--- config.mk ---
export PLATFORM = sky130hd
export DESIGN_NAME = cstb_top
export DESIGN_NICKNAME = d
export VERILOG_FILES = /design/src/hw/cstb_pkg.sv /design/src/hw/cstb_rtc.sv /design/src/hw/cstb_top.sv
export SDC_FILE = /design/constraint.sdc
export NUM_CORES = 1
export LEC_CHECK = 0
export BUFFER_PORTS_ARGS = -buffer_cell sky130_fd_sc_hd__buf_2
export CAP_MARGIN = 20
export CORE_MARGIN = 2
export CORE_UTILIZATION = 50
export CTS_CLUSTER_SIZE = 20
export DETAILED_ROUTE_END_ITERATION = 12
export MAX_ROUTING_LAYER = met4
export PLACE_DENSITY = 0.86
export SLEW_MARGIN = 20
export SYNTH_ARGS = -nofsm -noshare
export SYNTH_HDL_FRONTEND = slang
export SYNTH_HIERARCHICAL = 1
export SYNTH_SLANG_ARGS = --single-unit
--- constraint.sdc ---
create_clock -name clk -period 2.6 [get_ports clk]
set_input_delay 0.13 -clock clk [delete_from_list [all_inputs] [get_ports clk]]
set_output_delay 0.13 -clock clk [all_outputs]
set_load 0.02 [all_outputs]
--- src/hw/cstb_pkg.sv ---
package cstb_pkg;
    // Core clock and the one-second time base of the clock
    localparam int unsigned CLK_HZ = 20_000_000;
    localparam int unsigned TICK_S = 1;
    localparam int unsigned TICK_CYC = CLK_HZ * TICK_S;

    // Message identifiers, commands and parameters
    localparam logic [15:0] ID_ACK = 16'h0009;
    localparam logic [15:0] ID_CLK_STAT = 16'h001D;
    localparam logic [15:0] CMD_CLOCK = 16'h0004;
    localparam logic [15:0] PAR_STAT = 16'h001E;
    localparam logic [15:0] PAR_SNAP = 16'h001F;
    localparam logic [15:0] PAR_SET = 16'h0020;

    // Acknowledgement word layout
    localparam int ACK_MAG_LSB = 0;
    localparam int ACK_SIGN = 9;
    localparam int ACK_SP_LSB = 10;
    localparam int ACK_CTRL = 12;
    localparam int ACK_TOK = 13;
    localparam int ACK_ALM = 14;
    localparam int ACK_CBLK = 15;
    localparam logic [8:0] MAG_MAX = 9'h1FF;

    // Alarm status word layout and calibration state codes
    localparam int ALM_CODE_LSB = 0;
    localparam int ALM_ACT_LSB = 10;
    localparam int ALM_CAL_LSB = 12;
    localparam logic [3:0] CAL_RESERVED = 4'hD;
    localparam logic [3:0] CAL_ABORTED = 4'hE;

    // Clock status bits
    localparam int CST_FITTED = 0;
    localparam int CST_INACC = 1;
    localparam int CST_INVALID = 2;
    localparam int CST_SETTING = 3;

    // Register byte offsets
    localparam logic [7:0] REG_CTRL = 8'h00;
    localparam logic [7:0] REG_ACK = 8'h04;
    localparam logic [7:0] REG_ALARM = 8'h08;
    localparam logic [7:0] REG_DEVNUM = 8'h0C;
    localparam logic [7:0] REG_CLKST = 8'h10;
    localparam logic [7:0] REG_TIME = 8'h14;
    localparam int CTRL_PHASE = 0;
    localparam int CTRL_TDIAG = 1;
    localparam int CTRL_HEATMON = 2;
    localparam logic [2:0] CTRL_RST = 3'h0;
    localparam logic [1:0] RESP_OKAY = 2'h0;
    localparam logic [1:0] RESP_SLVERR = 2'h2;

    // Time fields, index 0 sec, 1 min, 2 hour, 3 day, 4 month, 5 year
    typedef logic [5:0][7:0] cstb_time_t;
    localparam cstb_time_t FLD_MIN = {8'h00, 8'h01, 8'h01, 8'h00, 8'h00, 8'h00};
    localparam cstb_time_t FLD_MAX = {8'h63, 8'h0C, 8'h1F, 8'h17, 8'h3B, 8'h3B};
    localparam logic [2:0] XF_LAST = 3'h5;

    typedef struct packed {
        logic [15:0] id;
        logic [15:0] data;
    } cstb_msg_s;

    typedef enum logic {XF_IDLE, XF_LOAD} cstb_xfer_e;
endpackage : cstb_pkg

--- src/hw/cstb_rtc.sv ---
`timescale 1ns/10ps
module cstb_rtc #(
    parameter int unsigned TICK_CYCLES = cstb_pkg::TICK_CYC
) (
    input wire logic clk, // Core clock
    input wire logic rst, // Synchronous reset, active high
    input wire logic hold, // Freeze counting while fields are loaded
    input wire logic ld_en, // Load one field this cycle
    input wire logic [2:0] ld_idx, // Field index 0 to 5
    input wire logic [7:0] ld_val, // Field value
    output cstb_pkg::cstb_time_t now // Running time
);
    import cstb_pkg::*;

    logic [31:0] div_q, div_d;
    logic tick;
    logic carry;
    cstb_time_t t_q, t_d;

    if (TICK_CYCLES < 1) begin : g_chk
        $error("TICK_CYCLES must be at least 1");
    end

    always_comb begin
        tick = (div_q == TICK_CYCLES - 1);
        div_d = tick ? 32'h0 : div_q + 32'h1;
        t_d = t_q;
        carry = tick & ~hold;
        if (ld_en) begin
            t_d[ld_idx] = ld_val;
        end else begin
            // Days roll over at 31 in every month; calendar checks live in software
            for (int i = 0; i < 6; i++) begin
                if (carry) begin
                    if (t_q[i] >= FLD_MAX[i]) begin
                        t_d[i] = FLD_MIN[i];
                    end else begin
                        t_d[i] = t_q[i] + 8'h01;
                        carry = 1'b0;
                    end
                end
            end
        end
    end

    always_ff @(posedge clk) begin
        if (rst) begin
            div_q <= 32'h0;
            t_q <= FLD_MIN;
        end else begin
            div_q <= div_d;
            t_q <= t_d;
        end
    end

    assign now = t_q;
endmodule : cstb_rtc

--- src/hw/cstb_top.sv ---
// Design decisions made here: the AXI4-Lite interface to the registers and the register offsets.
`timescale 1ns/10ps
// What this block does
// - Each start or stop command queues an acknowledgement message with id 0009.
// - Ack bits 0-8 hold temperature magnitude, bit 9 its sign.
// - Ack bits 10-11 hold the last used setpoint index.
// - Ack bit 12 control mode, bit 13 temperature in band, bit 14 alarm.
// - Ack bit 15 set while zero calibration is blocked by cooling off.
// - Alarm word: error code bits 0-9, action 10-11, calibration state 12-15.
// - Calibration codes 1 to 5 report the running calibration sequence.
// - Calibration codes 6 to 12 report why calibration is blocked.
// - Code 14 means aborted; reserved code 13 is never sent.
// - Device number is two parts of three BCD digits each.
// - CAN side reaches the clock only through the time buffer.
// - Command 0004 with 001F snapshots the running time into the buffer.
// - Time moves two bytes per message through successive buffer accesses.
// - Transfer command loads the buffer into the clock, which holds its count during the load.
// - Command 0004 with 001E answers message 001D with four status bits.
// - Status bit 0 clock fitted, bit 1 time inaccurate.
// - Status bit 2 set when time is invalid after backup failure.
// - Status bit 3 set while the buffer is copied into the clock.
// - After reset phase correction, temperature diagnosis, heat-up monitoring are off.
module cstb_top #(
    parameter int unsigned TICK_CYCLES = cstb_pkg::TICK_CYC
) (
    input wire logic clk, // Core clock, 20 MHz
    input wire logic rst, // Synchronous reset, active high
    input wire logic [7:0] s_axi_awaddr, // Write address
    input wire logic s_axi_awvalid, // Write address valid
    output logic s_axi_awready, // Write address ready
    input wire logic [31:0] s_axi_wdata, // Write data
    input wire logic [3:0] s_axi_wstrb, // Write byte strobes
    input wire logic s_axi_wvalid, // Write data valid
    output logic s_axi_wready, // Write data ready
    output logic [1:0] s_axi_bresp, // Write response
    output logic s_axi_bvalid, // Write response valid
    input wire logic s_axi_bready, // Write response ready
    input wire logic [7:0] s_axi_araddr, // Read address
    input wire logic s_axi_arvalid, // Read address valid
    output logic s_axi_arready, // Read address ready
    output logic [31:0] s_axi_rdata, // Read data
    output logic [1:0] s_axi_rresp, // Read response
    output logic s_axi_rvalid, // Read data valid
    input wire logic s_axi_rready, // Read data ready
    input wire logic signed [10:0] actual_temp, // Actual temperature, two's complement
    input wire logic [1:0] setpoint_idx, // Last used setpoint
    input wire logic control_mode, // 1 control, 0 measurement
    input wire logic temp_ok, // Actual value inside band
    input wire logic alarm_active, // Alarm present
    input wire logic cool_off, // Zero calibration blocked by cooling off
    input wire logic [9:0] err_code, // Three-digit error code, binary
    input wire logic [1:0] err_action, // Required action code
    input wire logic [3:0] cal_state, // Calibration state from core
    input wire logic [11:0] dev_num_hi, // Device number part one, BCD
    input wire logic [11:0] dev_num_lo, // Device number part two, BCD
    input wire logic clk_fitted, // Internal clock present
    input wire logic time_inaccurate, // Compensation off, backup critical
    input wire logic time_invalid, // Fallback to last stored time
    input wire logic start_stop, // Start or stop command received, pulse
    input wire logic cmd_valid, // Clock command received, pulse
    input wire logic [15:0] cmd_code, // Command code
    input wire logic [15:0] cmd_param, // Command parameter
    input wire logic buf_wr, // Write one pair into the time buffer
    input wire logic [1:0] buf_idx, // Buffer pair index 0 to 2
    input wire logic [15:0] buf_wdata, // Pair to write, high byte upper field
    output logic [15:0] buf_rdata, // Pair at buf_idx, one cycle later
    output logic tx_valid, // Outgoing message valid
    input wire logic tx_ready, // Message handler takes the message
    output cstb_pkg::cstb_msg_s tx_msg, // Outgoing message id and word
    output logic phase_correction, // Phase correction enable
    output logic temp_diag_en, // Temperature diagnosis enable
    output logic heatup_mon_en // Heat-up time monitoring enable
);
    import cstb_pkg::*;

    logic aw_have_q, aw_have_d, w_have_q, w_have_d, awready_q, awready_d, wready_q, wready_d;
    logic bvalid_q, bvalid_d, arready_q, arready_d, rvalid_q, rvalid_d;
    logic [1:0] bresp_q, bresp_d, rresp_q, rresp_d;
    logic [7:0] awaddr_q, awaddr_d;
    logic [31:0] wdata_q, wdata_d, rdata_q, rdata_d;
    logic [3:0] wstrb_q, wstrb_d;
    logic [2:0] ctrl_q, ctrl_d;
    logic [15:0] ack_word, alarm_word;
    logic [3:0] clk_stat, cal_code;
    logic [11:0] temp_abs;
    logic [8:0] temp_mag;
    logic ack_pend_q, ack_pend_d, stat_pend_q, stat_pend_d, tx_valid_q, tx_valid_d;
    cstb_msg_s tx_msg_q, tx_msg_d;
    cstb_time_t tbuf_q, tbuf_d, now;
    cstb_xfer_e xf_q, xf_d;
    logic [2:0] xf_idx_q, xf_idx_d;
    logic [15:0] buf_rdata_q, buf_rdata_d;
    logic cmd_snap, cmd_set, cmd_stat, tx_free, ld_en;

    // Status words, built live from the core signals
    always_comb begin
        temp_abs = actual_temp[10] ? 12'(-$signed({actual_temp[10], actual_temp}))
                                   : {1'b0, actual_temp};
        temp_mag = (temp_abs > {3'h0, MAG_MAX}) ? MAG_MAX : temp_abs[8:0];
        ack_word = 16'h0000;
        ack_word[ACK_MAG_LSB +: 9] = temp_mag;
        ack_word[ACK_SIGN] = actual_temp[10];
        ack_word[ACK_SP_LSB +: 2] = setpoint_idx;
        ack_word[ACK_CTRL] = control_mode;
        ack_word[ACK_TOK] = temp_ok;
        ack_word[ACK_ALM] = alarm_active;
        ack_word[ACK_CBLK] = cool_off;
        // Codes 0-12 and 14 pass as given; codes 13 and 15 read as aborted
        cal_code = (cal_state == CAL_RESERVED || cal_state > CAL_ABORTED) ?
                   CAL_ABORTED : cal_state;
        alarm_word = {cal_code, err_action, err_code};
        clk_stat = {xf_q == XF_LOAD, time_invalid, time_inaccurate, clk_fitted};
    end

    // Register bus slave
    always_comb begin
        aw_have_d = aw_have_q;
        awaddr_d = awaddr_q;
        w_have_d = w_have_q;
        wdata_d = wdata_q;
        wstrb_d = wstrb_q;
        bvalid_d = bvalid_q;
        bresp_d = bresp_q;
        rvalid_d = rvalid_q;
        rdata_d = rdata_q;
        rresp_d = rresp_q;
        ctrl_d = ctrl_q;
        if (s_axi_awvalid && awready_q) begin
            aw_have_d = 1'b1;
            awaddr_d = s_axi_awaddr;
        end
        if (s_axi_wvalid && wready_q) begin
            w_have_d = 1'b1;
            wdata_d = s_axi_wdata;
            wstrb_d = s_axi_wstrb;
        end
        if (bvalid_q && s_axi_bready) begin
            bvalid_d = 1'b0;
        end
        if (aw_have_q && w_have_q && !bvalid_q) begin
            aw_have_d = 1'b0;
            w_have_d = 1'b0;
            bvalid_d = 1'b1;
            bresp_d = RESP_SLVERR;
            if (awaddr_q == REG_CTRL) begin
                bresp_d = RESP_OKAY;
                if (wstrb_q[0]) begin
                    ctrl_d = wdata_q[2:0];
                end
            end else if (awaddr_q <= REG_TIME && awaddr_q[1:0] == 2'h0) begin
                // Status registers ignore writes but answer OKAY
                bresp_d = RESP_OKAY;
            end
        end
        awready_d = !aw_have_d && !bvalid_d;
        wready_d = !w_have_d && !bvalid_d;
        if (rvalid_q && s_axi_rready) begin
            rvalid_d = 1'b0;
        end
        if (s_axi_arvalid && arready_q) begin
            rvalid_d = 1'b1;
            rresp_d = RESP_OKAY;
            case (s_axi_araddr)
                REG_CTRL: rdata_d = {29'h0, ctrl_q};
                REG_ACK: rdata_d = {16'h0, ack_word};
                REG_ALARM: rdata_d = {16'h0, alarm_word};
                REG_DEVNUM: rdata_d = {4'h0, dev_num_hi, 4'h0, dev_num_lo};
                REG_CLKST: rdata_d = {28'h0, clk_stat};
                REG_TIME: rdata_d = {8'h00, now[2], now[1], now[0]};
                default: begin
                    rdata_d = 32'h0;
                    rresp_d = RESP_SLVERR;
                end
            endcase
        end
        arready_d = !rvalid_d;
    end

    always_ff @(posedge clk) begin
        if (rst) begin
            aw_have_q <= 1'b0;
            awaddr_q <= 8'h00;
            w_have_q <= 1'b0;
            wdata_q <= 32'h0;
            wstrb_q <= 4'h0;
            awready_q <= 1'b0;
            wready_q <= 1'b0;
            bvalid_q <= 1'b0;
            bresp_q <= RESP_OKAY;
            arready_q <= 1'b0;
            rvalid_q <= 1'b0;
            rdata_q <= 32'h0;
            rresp_q <= RESP_OKAY;
            ctrl_q <= CTRL_RST;
        end else begin
            aw_have_q <= aw_have_d;
            awaddr_q <= awaddr_d;
            w_have_q <= w_have_d;
            wdata_q <= wdata_d;
            wstrb_q <= wstrb_d;
            awready_q <= awready_d;
            wready_q <= wready_d;
            bvalid_q <= bvalid_d;
            bresp_q <= bresp_d;
            arready_q <= arready_d;
            rvalid_q <= rvalid_d;
            rdata_q <= rdata_d;
            rresp_q <= rresp_d;
            ctrl_q <= ctrl_d;
        end
    end

    // Message side: time buffer, clock transfer and outgoing messages
    always_comb begin
        cmd_snap = cmd_valid && cmd_code == CMD_CLOCK && cmd_param == PAR_SNAP;
        cmd_set = cmd_valid && cmd_code == CMD_CLOCK && cmd_param == PAR_SET;
        cmd_stat = cmd_valid && cmd_code == CMD_CLOCK && cmd_param == PAR_STAT;
        tbuf_d = tbuf_q;
        xf_d = xf_q;
        xf_idx_d = xf_idx_q;
        ld_en = 1'b0;
        // Buffer is frozen during a transfer so the clock gets one consistent image
        case (xf_q)
            XF_IDLE: begin
                if (cmd_set) begin
                    xf_d = XF_LOAD;
                    xf_idx_d = 3'h0;
                end else if (cmd_snap) begin
                    tbuf_d = now;
                end else if (buf_wr && buf_idx != 2'h3) begin
                    tbuf_d[{buf_idx, 1'b0}] = buf_wdata[7:0];
                    tbuf_d[{buf_idx, 1'b1}] = buf_wdata[15:8];
                end
            end
            XF_LOAD: begin
                ld_en = 1'b1;
                xf_idx_d = xf_idx_q + 3'h1;
                if (xf_idx_q == XF_LAST) begin
                    xf_d = XF_IDLE;
                end
            end
            default: xf_d = XF_IDLE;
        endcase
        buf_rdata_d = (buf_idx == 2'h3) ? 16'h0000
                    : {tbuf_q[{buf_idx, 1'b1}], tbuf_q[{buf_idx, 1'b0}]};
        // Pending flags: a new request in the send cycle is merged, never lost
        tx_free = !tx_valid_q || tx_ready;
        ack_pend_d = ack_pend_q || start_stop;
        stat_pend_d = stat_pend_q || cmd_stat;
        tx_valid_d = tx_valid_q && !tx_ready;
        tx_msg_d = tx_msg_q;
        if (tx_free && ack_pend_d) begin
            tx_valid_d = 1'b1;
            tx_msg_d = '{id: ID_ACK, data: ack_word};
            ack_pend_d = 1'b0;
        end else if (tx_free && stat_pend_d) begin
            tx_valid_d = 1'b1;
            tx_msg_d = '{id: ID_CLK_STAT, data: {12'h000, clk_stat}};
            stat_pend_d = 1'b0;
        end
    end

    always_ff @(posedge clk) begin
        if (rst) begin
            tbuf_q <= FLD_MIN;
            xf_q <= XF_IDLE;
            xf_idx_q <= 3'h0;
            buf_rdata_q <= 16'h0000;
            ack_pend_q <= 1'b0;
            stat_pend_q <= 1'b0;
            tx_valid_q <= 1'b0;
            tx_msg_q <= '0;
        end else begin
            tbuf_q <= tbuf_d;
            xf_q <= xf_d;
            xf_idx_q <= xf_idx_d;
            buf_rdata_q <= buf_rdata_d;
            ack_pend_q <= ack_pend_d;
            stat_pend_q <= stat_pend_d;
            tx_valid_q <= tx_valid_d;
            tx_msg_q <= tx_msg_d;
        end
    end

    cstb_rtc #(.TICK_CYCLES(TICK_CYCLES)) u_rtc (
        .clk(clk),
        .rst(rst),
        .hold(xf_q == XF_LOAD),
        .ld_en(ld_en),
        .ld_idx(xf_idx_q),
        .ld_val(tbuf_q[xf_idx_q]),
        .now(now)
    );

    assign s_axi_awready = awready_q;
    assign s_axi_wready = wready_q;
    assign s_axi_bvalid = bvalid_q;
    assign s_axi_bresp = bresp_q;
    assign s_axi_arready = arready_q;
    assign s_axi_rvalid = rvalid_q;
    assign s_axi_rdata = rdata_q;
    assign s_axi_rresp = rresp_q;
    assign buf_rdata = buf_rdata_q;
    assign tx_valid = tx_valid_q;
    assign tx_msg = tx_msg_q;
    assign phase_correction = ctrl_q[CTRL_PHASE];
    assign temp_diag_en = ctrl_q[CTRL_TDIAG];
    assign heatup_mon_en = ctrl_q[CTRL_HEATMON];
endmodule : cstb_top
* After elaboration in Yosys (flattened, before gate mapping) *
Cells that the tools add are included.

cells by class
  add/sub/neg operators = 9
  order comparisons = 15
  equal/unequal tests = 15
  multiplexer cells = 72
  bitwise operators = 3
  reductions and logical operators = 49

operator list
  kind                   number
  $pmux 28 s6            1
  $bwmux 48              3
  $mux 48                3
  $mux 8                 18
  $add 8x1->8 const B    6
  $mux 20                2
  $add 32x1->32 const B  1
  $bmux 8 s2             2
  $demux 8 s2            2
  $eq 16x5->1 const B    2
  $eq 32x25->1 const B   1
  $mux 1                 30
  $bmux 8 s3             1
  $demux 8 s3            1
  $logic_and 1x1->1      21
  $eq 16x3->1 const B    1
  $eq 16x6->1 const B    1
  $eq 8x4->1 const B     2
  $eq 8x5->1 const B     2
  $ge 8x5->1 const B     2
  $ge 8x6->1 const B     2
  $logic_not 8->1        2
  $reduce_bool 2->1      8
  $gt 12x9->1 const B    1
  28 further kinds       48

storage, ports and cells
  flip-flop bits (word level) = 228
  input port bits = 173
  output and inout bits = 93
  logic and storage cells = 199

* Logic depth before layout (Yosys ltp) *
  word-level depth = 14
  gate-level depth with buffers = 9
  depth with buffers taken out = 7

* Modules after synthesis *
The synthesis kept the hierarchy.

by module, submodules not included
  module    instances  cells each  area each (sq um)  sequential area each (sq um)
  cstb_top  1          873         7559.8             2822.7
  cstb_rtc  1          530         4443.0             1601.5

* Worst setup path before layout *
Ideal clock, no wire load.

  path kind = register -> register
  start point = register xf_idx_q[0]
  end point = register u_rtc.t_q, in the netlist u_rtc/now[27]
  arrival time = 2603 ps
  required time = 2526 ps
  path slack = -77 ps
  cell stages (with the launch flop) = 9
  path buffers = 3
  period minus slack after synthesis = 2677 ps
  path through = dfxtp_1 > clkbuf_1 > buf_1 > mux2i_1 > o22ai_1 > clkbuf_1 > o2bb2a_1 > or4_1 > a31oi_1

on the way
  longest elaborated chain between the ends = 6

RTL lines
  what                                                                   line             source
  start: declaration                                                     cstb_top.sv:91   logic [2:0] xf_idx_q, xf_idx_d;
  start signal: assignment                                               cstb_top.sv:276  xf_idx_q <= xf_idx_d;
  $lt 3x4->1 (implied by the code) / $ge 3x1->1 (equally long branches)  cstb_rtc.sv:30   t_d[ld_idx] = ld_val;
  $logic_and 1x1->1 (implied by the code)                                cstb_rtc.sv:30
  $mux 8 (implied by the code)                                           cstb_rtc.sv:30
  $demux 8 s3                                                            -
  $bwmux 48 (*)                                                          cstb_rtc.sv:30
  $mux 48 (*)                                                            cstb_rtc.sv:29   if (ld_en) begin
  end signal: assignment                                                 cstb_rtc.sv:52   t_q <= t_d;
  end: declaration                                                       cstb_rtc.sv:18   cstb_time_t t_q, t_d;

Every way passes the cells marked *; elsewhere a longest branch is shown, timed or not. The select of a mux whose other input is x is not followed.
A chain may end at the register's enable or synchronous reset.

* Worst setup path after layout *
  start point = register u_rtc.div_q[14]
  end point = register u_rtc.t_q, in the netlist u_rtc/now[20]

on the way
  longest elaborated chain between the ends = 7

RTL lines
  what                                line            source
  start: declaration                  cstb_rtc.sv:15  logic [31:0] div_q, div_d;
  start signal: assignment            cstb_rtc.sv:51  div_q <= div_d;
  $eq 32x25->1                        cstb_rtc.sv:25  tick = (div_q == TICK_CYCLES - 1);
  $and 1x1->1                         cstb_rtc.sv:28  carry = tick & ~hold;
  $mux 1                              cstb_rtc.sv:34  if (carry) begin
  $mux 1                              cstb_rtc.sv:29
  $mux 1                              cstb_rtc.sv:34
  $mux 1                              cstb_rtc.sv:29
  $reduce_bool 2->1 (no source line)  -

No other way between the ends. The select of a mux whose other input is x is not followed.

==> summary.md <==
| Metric | Value |
|---|---|
| Yosys reg bits | 221 |
| Synth cell types | 88 |
| P&R area growth vs syn | 25.8% |
| Clock period minus worst slack | 2500 ps |
| F_max | 400 MHz |
| Pwr Total | 0.00828 W |
| Worst EP arrival | 2930 ps |
| Share of post-route cells with drive strength above 1 | 22.1% |
| Sequential share of the synthesized area | 36.9% |
| Setup TNS | 0 ps |
| Post-synth ARST share | 0% |
| Worst skew pair latency | 530 ps |
| GR Overflow Total | 0 |
| Total GRT Usage | 32.3% |
| DR vias/cell | 6.46 |
| Fin crit share | 96.2% |
| CTS buffer count | 24 |
| Routed Antenna Nets | 0 |
| P per Cell Area | 548 nW/µm² |
| Post-CTS setup buffers | 0 |
| Die height | 159 µm |
| Top-Level Pins | 266 |
| Routed length per instance | 20.8 µm |
| Worst slew margin | 50.9% |
| Post-Syn Area per Cell | 8.56 µm² |
| First-pass GRT wire length | 65.5 mm |
| Port bufs | 215 |
| Clock Sink Count | 221 |
| CTS tree | yes |
| Initial core utilization | 51.0% |
| Diodes inserted | 0 |
| Worst hold-check path type | in -> reg |
| Initial DRC Count | 1858 |
| First-pass DRT Iterations | 8 |
| Clock Skew | 15.3 ps |
| Final Hold Violating Endpoints | 0 |
| Worst Path Class, Setup | reg -> reg |
| H-tree depth | 1 |
| Die Area | 25300 µm² |
| Crit-path max FO | 7 |
| Post-synthesis cell count | 1403 |
| Max cap viols | 0 |
| Leak | 6.28 nW |
| # setup viols final | 0 |
| Commonest non-fill, non-tap cell in the layout | dfxtp_1 |
| Largest net degree at the start of global routing | 109 |
| Longest Clk Path Bufs | 3 |
| WP data required | 3030 ps |
| Most frequent cells in the layout | 221 x dfxtp_1, 214 x buf_2, 163 x nor2_1, 94 x nand2_1, 82 x mux2i_1 |
| Core ar. | 23500 µm² |
| Worst-margin pin slew | 734 ps |
| Max VDD drop | 479 µV |
| Outcome | finished, final reports clean |
| Worst Setup Start Kind | register |
| Clock-pin slew on the worst setup and hold paths | 60 ps |
| Die width | 159 µm |
| DR vias | 13000 |
| Nets | 1865 |
| Critical Path End Type | register |
| Final wirelength | 42.0 mm |
| # rows | 56 |
| Max Slew Vio Count | 0 |
| DRC viols | 0 |
| HPWL reported at the end of detailed placement | 27.9 mm |
| Unrepaired setup endpoints after global routing | no |
| Post-synth top flop | dfxtp_1 |
| Mapped cell area | 12000 µm² |
| EDFF count, synth | 0 |
| Initial antenna violation count | 0 |
| Number of global-route vias before repair | 12500 |
| GP Congestion | 0.980 |
| Warnings from Yosys | 6 |
| Root buffer cell | clkbuf_16 |
## registers in the layout (all words and copies together) (netlist names), 8 cells and up
name	cells
awaddr_q	8
buf_rdata	16
s_axi_rdata	28
tbuf_q	48
tx_msg	18
u_rtc/div_q	32
u_rtc/now	48
## cell type report
| cell class | instances | area, µm² |
|---|---|---|
| clock buffers | 32 | 692 |
| clock inverters | 12 | 198 |
| fillers | 1764 | 8440 |
| inverters | 40 | 150 |
| multi-input cells | 1048 | 6970 |
| flip-flops and latches | 221 | 4420 |
| well taps | 319 | 399 |
| repair buffers | 346 | 2270 |
## synthesized netlist by cell type (8+ instances only)
master    instances  share of area (%)
nor4_1           27                1.4
o211ai_1         11               0.69
or3_1            12               0.63
dfxtp_1         221                 37
a21oi_1          78                3.3
nand4_1          14               0.73
o21ai_0          26                1.1
xnor2_1          22                1.6
buf_2            12               0.50
o22ai_1          12               0.63
nor3_1           31                1.3
xor2_1           12               0.88
ha_1             11                1.1
a211oi_1         24                1.5
nand2_1          94                2.9
a31oi_1          16               0.83
and2_1           53                2.8
o32ai_1           9               0.66
nor2_1          163                5.1
clkbuf_1         68                2.1
nand3_1          48                2.0
nor4b_1          10               0.73
inv_1            40                1.3
mux4_2            8                1.5
a222oi_1          9               0.75
a22o_1           21                1.5
a22oi_1          21                1.3
a221oi_1         50                3.6
nand2b_1         14               0.73
nor2b_1          13               0.68
and3_1           12               0.63
buf_4            20                1.3
mux2i_1          82                6.8
## layer usage
metal	part of all wire, %	vias up	track usage (%)	wire length, µm
li1	-	5751	-	-
met2	46	946	52.2	19300
met3	11	254	5.42	4460
met4	7.6	0	20.3	3170
met1	36	6076	37.6	15000
met5	0	-	-	0
## kinds of logic after synthesis
kind of cell	after synthesis	synth area share [%]
simple gates	546	24.0
compound gates	345	20.9
flops	221	36.9
buf+inv	151	5.86
mux	94	8.71
xor+xnor	34	2.48
fa+ha+maj	11	1.15
other cells	1	0.0312
## worst max-delay path, stage by stage (launching register included)
cell      delay [ps]
dfxtp_1          340
or4b_4           560
or4_4            560
nor4_4           500
o21ai_0          160
a221oi_1         290
## report_power, final
part	internal, W	leakage (nW)	switching [W]
registers	0.00349	1.79	0.0000978
clock network	0.00237	0.432	0.00144
logic	0.000360	4.05	0.000514
## final timing paths
path                    from  slack, ps  cells past startpoint            end
max          u_rtc/div_q[14]        100                      5  u_rtc/now[20]
min reg2reg        tx_msg[6]        450                      1      tx_msg[6]
max reg2reg  u_rtc/div_q[14]        100                      5  u_rtc/now[20]
min             s_axi_wvalid         20                      3       w_have_q
## per-stage QoR
step / util [%] / setup slack, ps / cells / hold slack, ps / area (µm²)
after floorplan: - / 107 / 1420 / 256 / 12100
after global placement: 58.0 / 95.3 / 1919 / 362 / 13700
after detailed placement: 58.0 / 28.8 / 1919 / 368 / 13700
after CTS: 64.1 / 107 / 2018 / 6.74 / 15100
after global routing: 64.2 / 26.0 / 2018 / 45.7 / 15100
final: 64.2 / 98.6 / 2018 / 17.7 / 15100
## timing repair
item / in CTS / in global routing
endpoints found under the setup margin: 0 / 2
endpoints found under the hold margin: 59 / 0
gates resized for setup: 0 / 2
hold buffers: 55 / 0
Power figures use the tool's default switching activity.
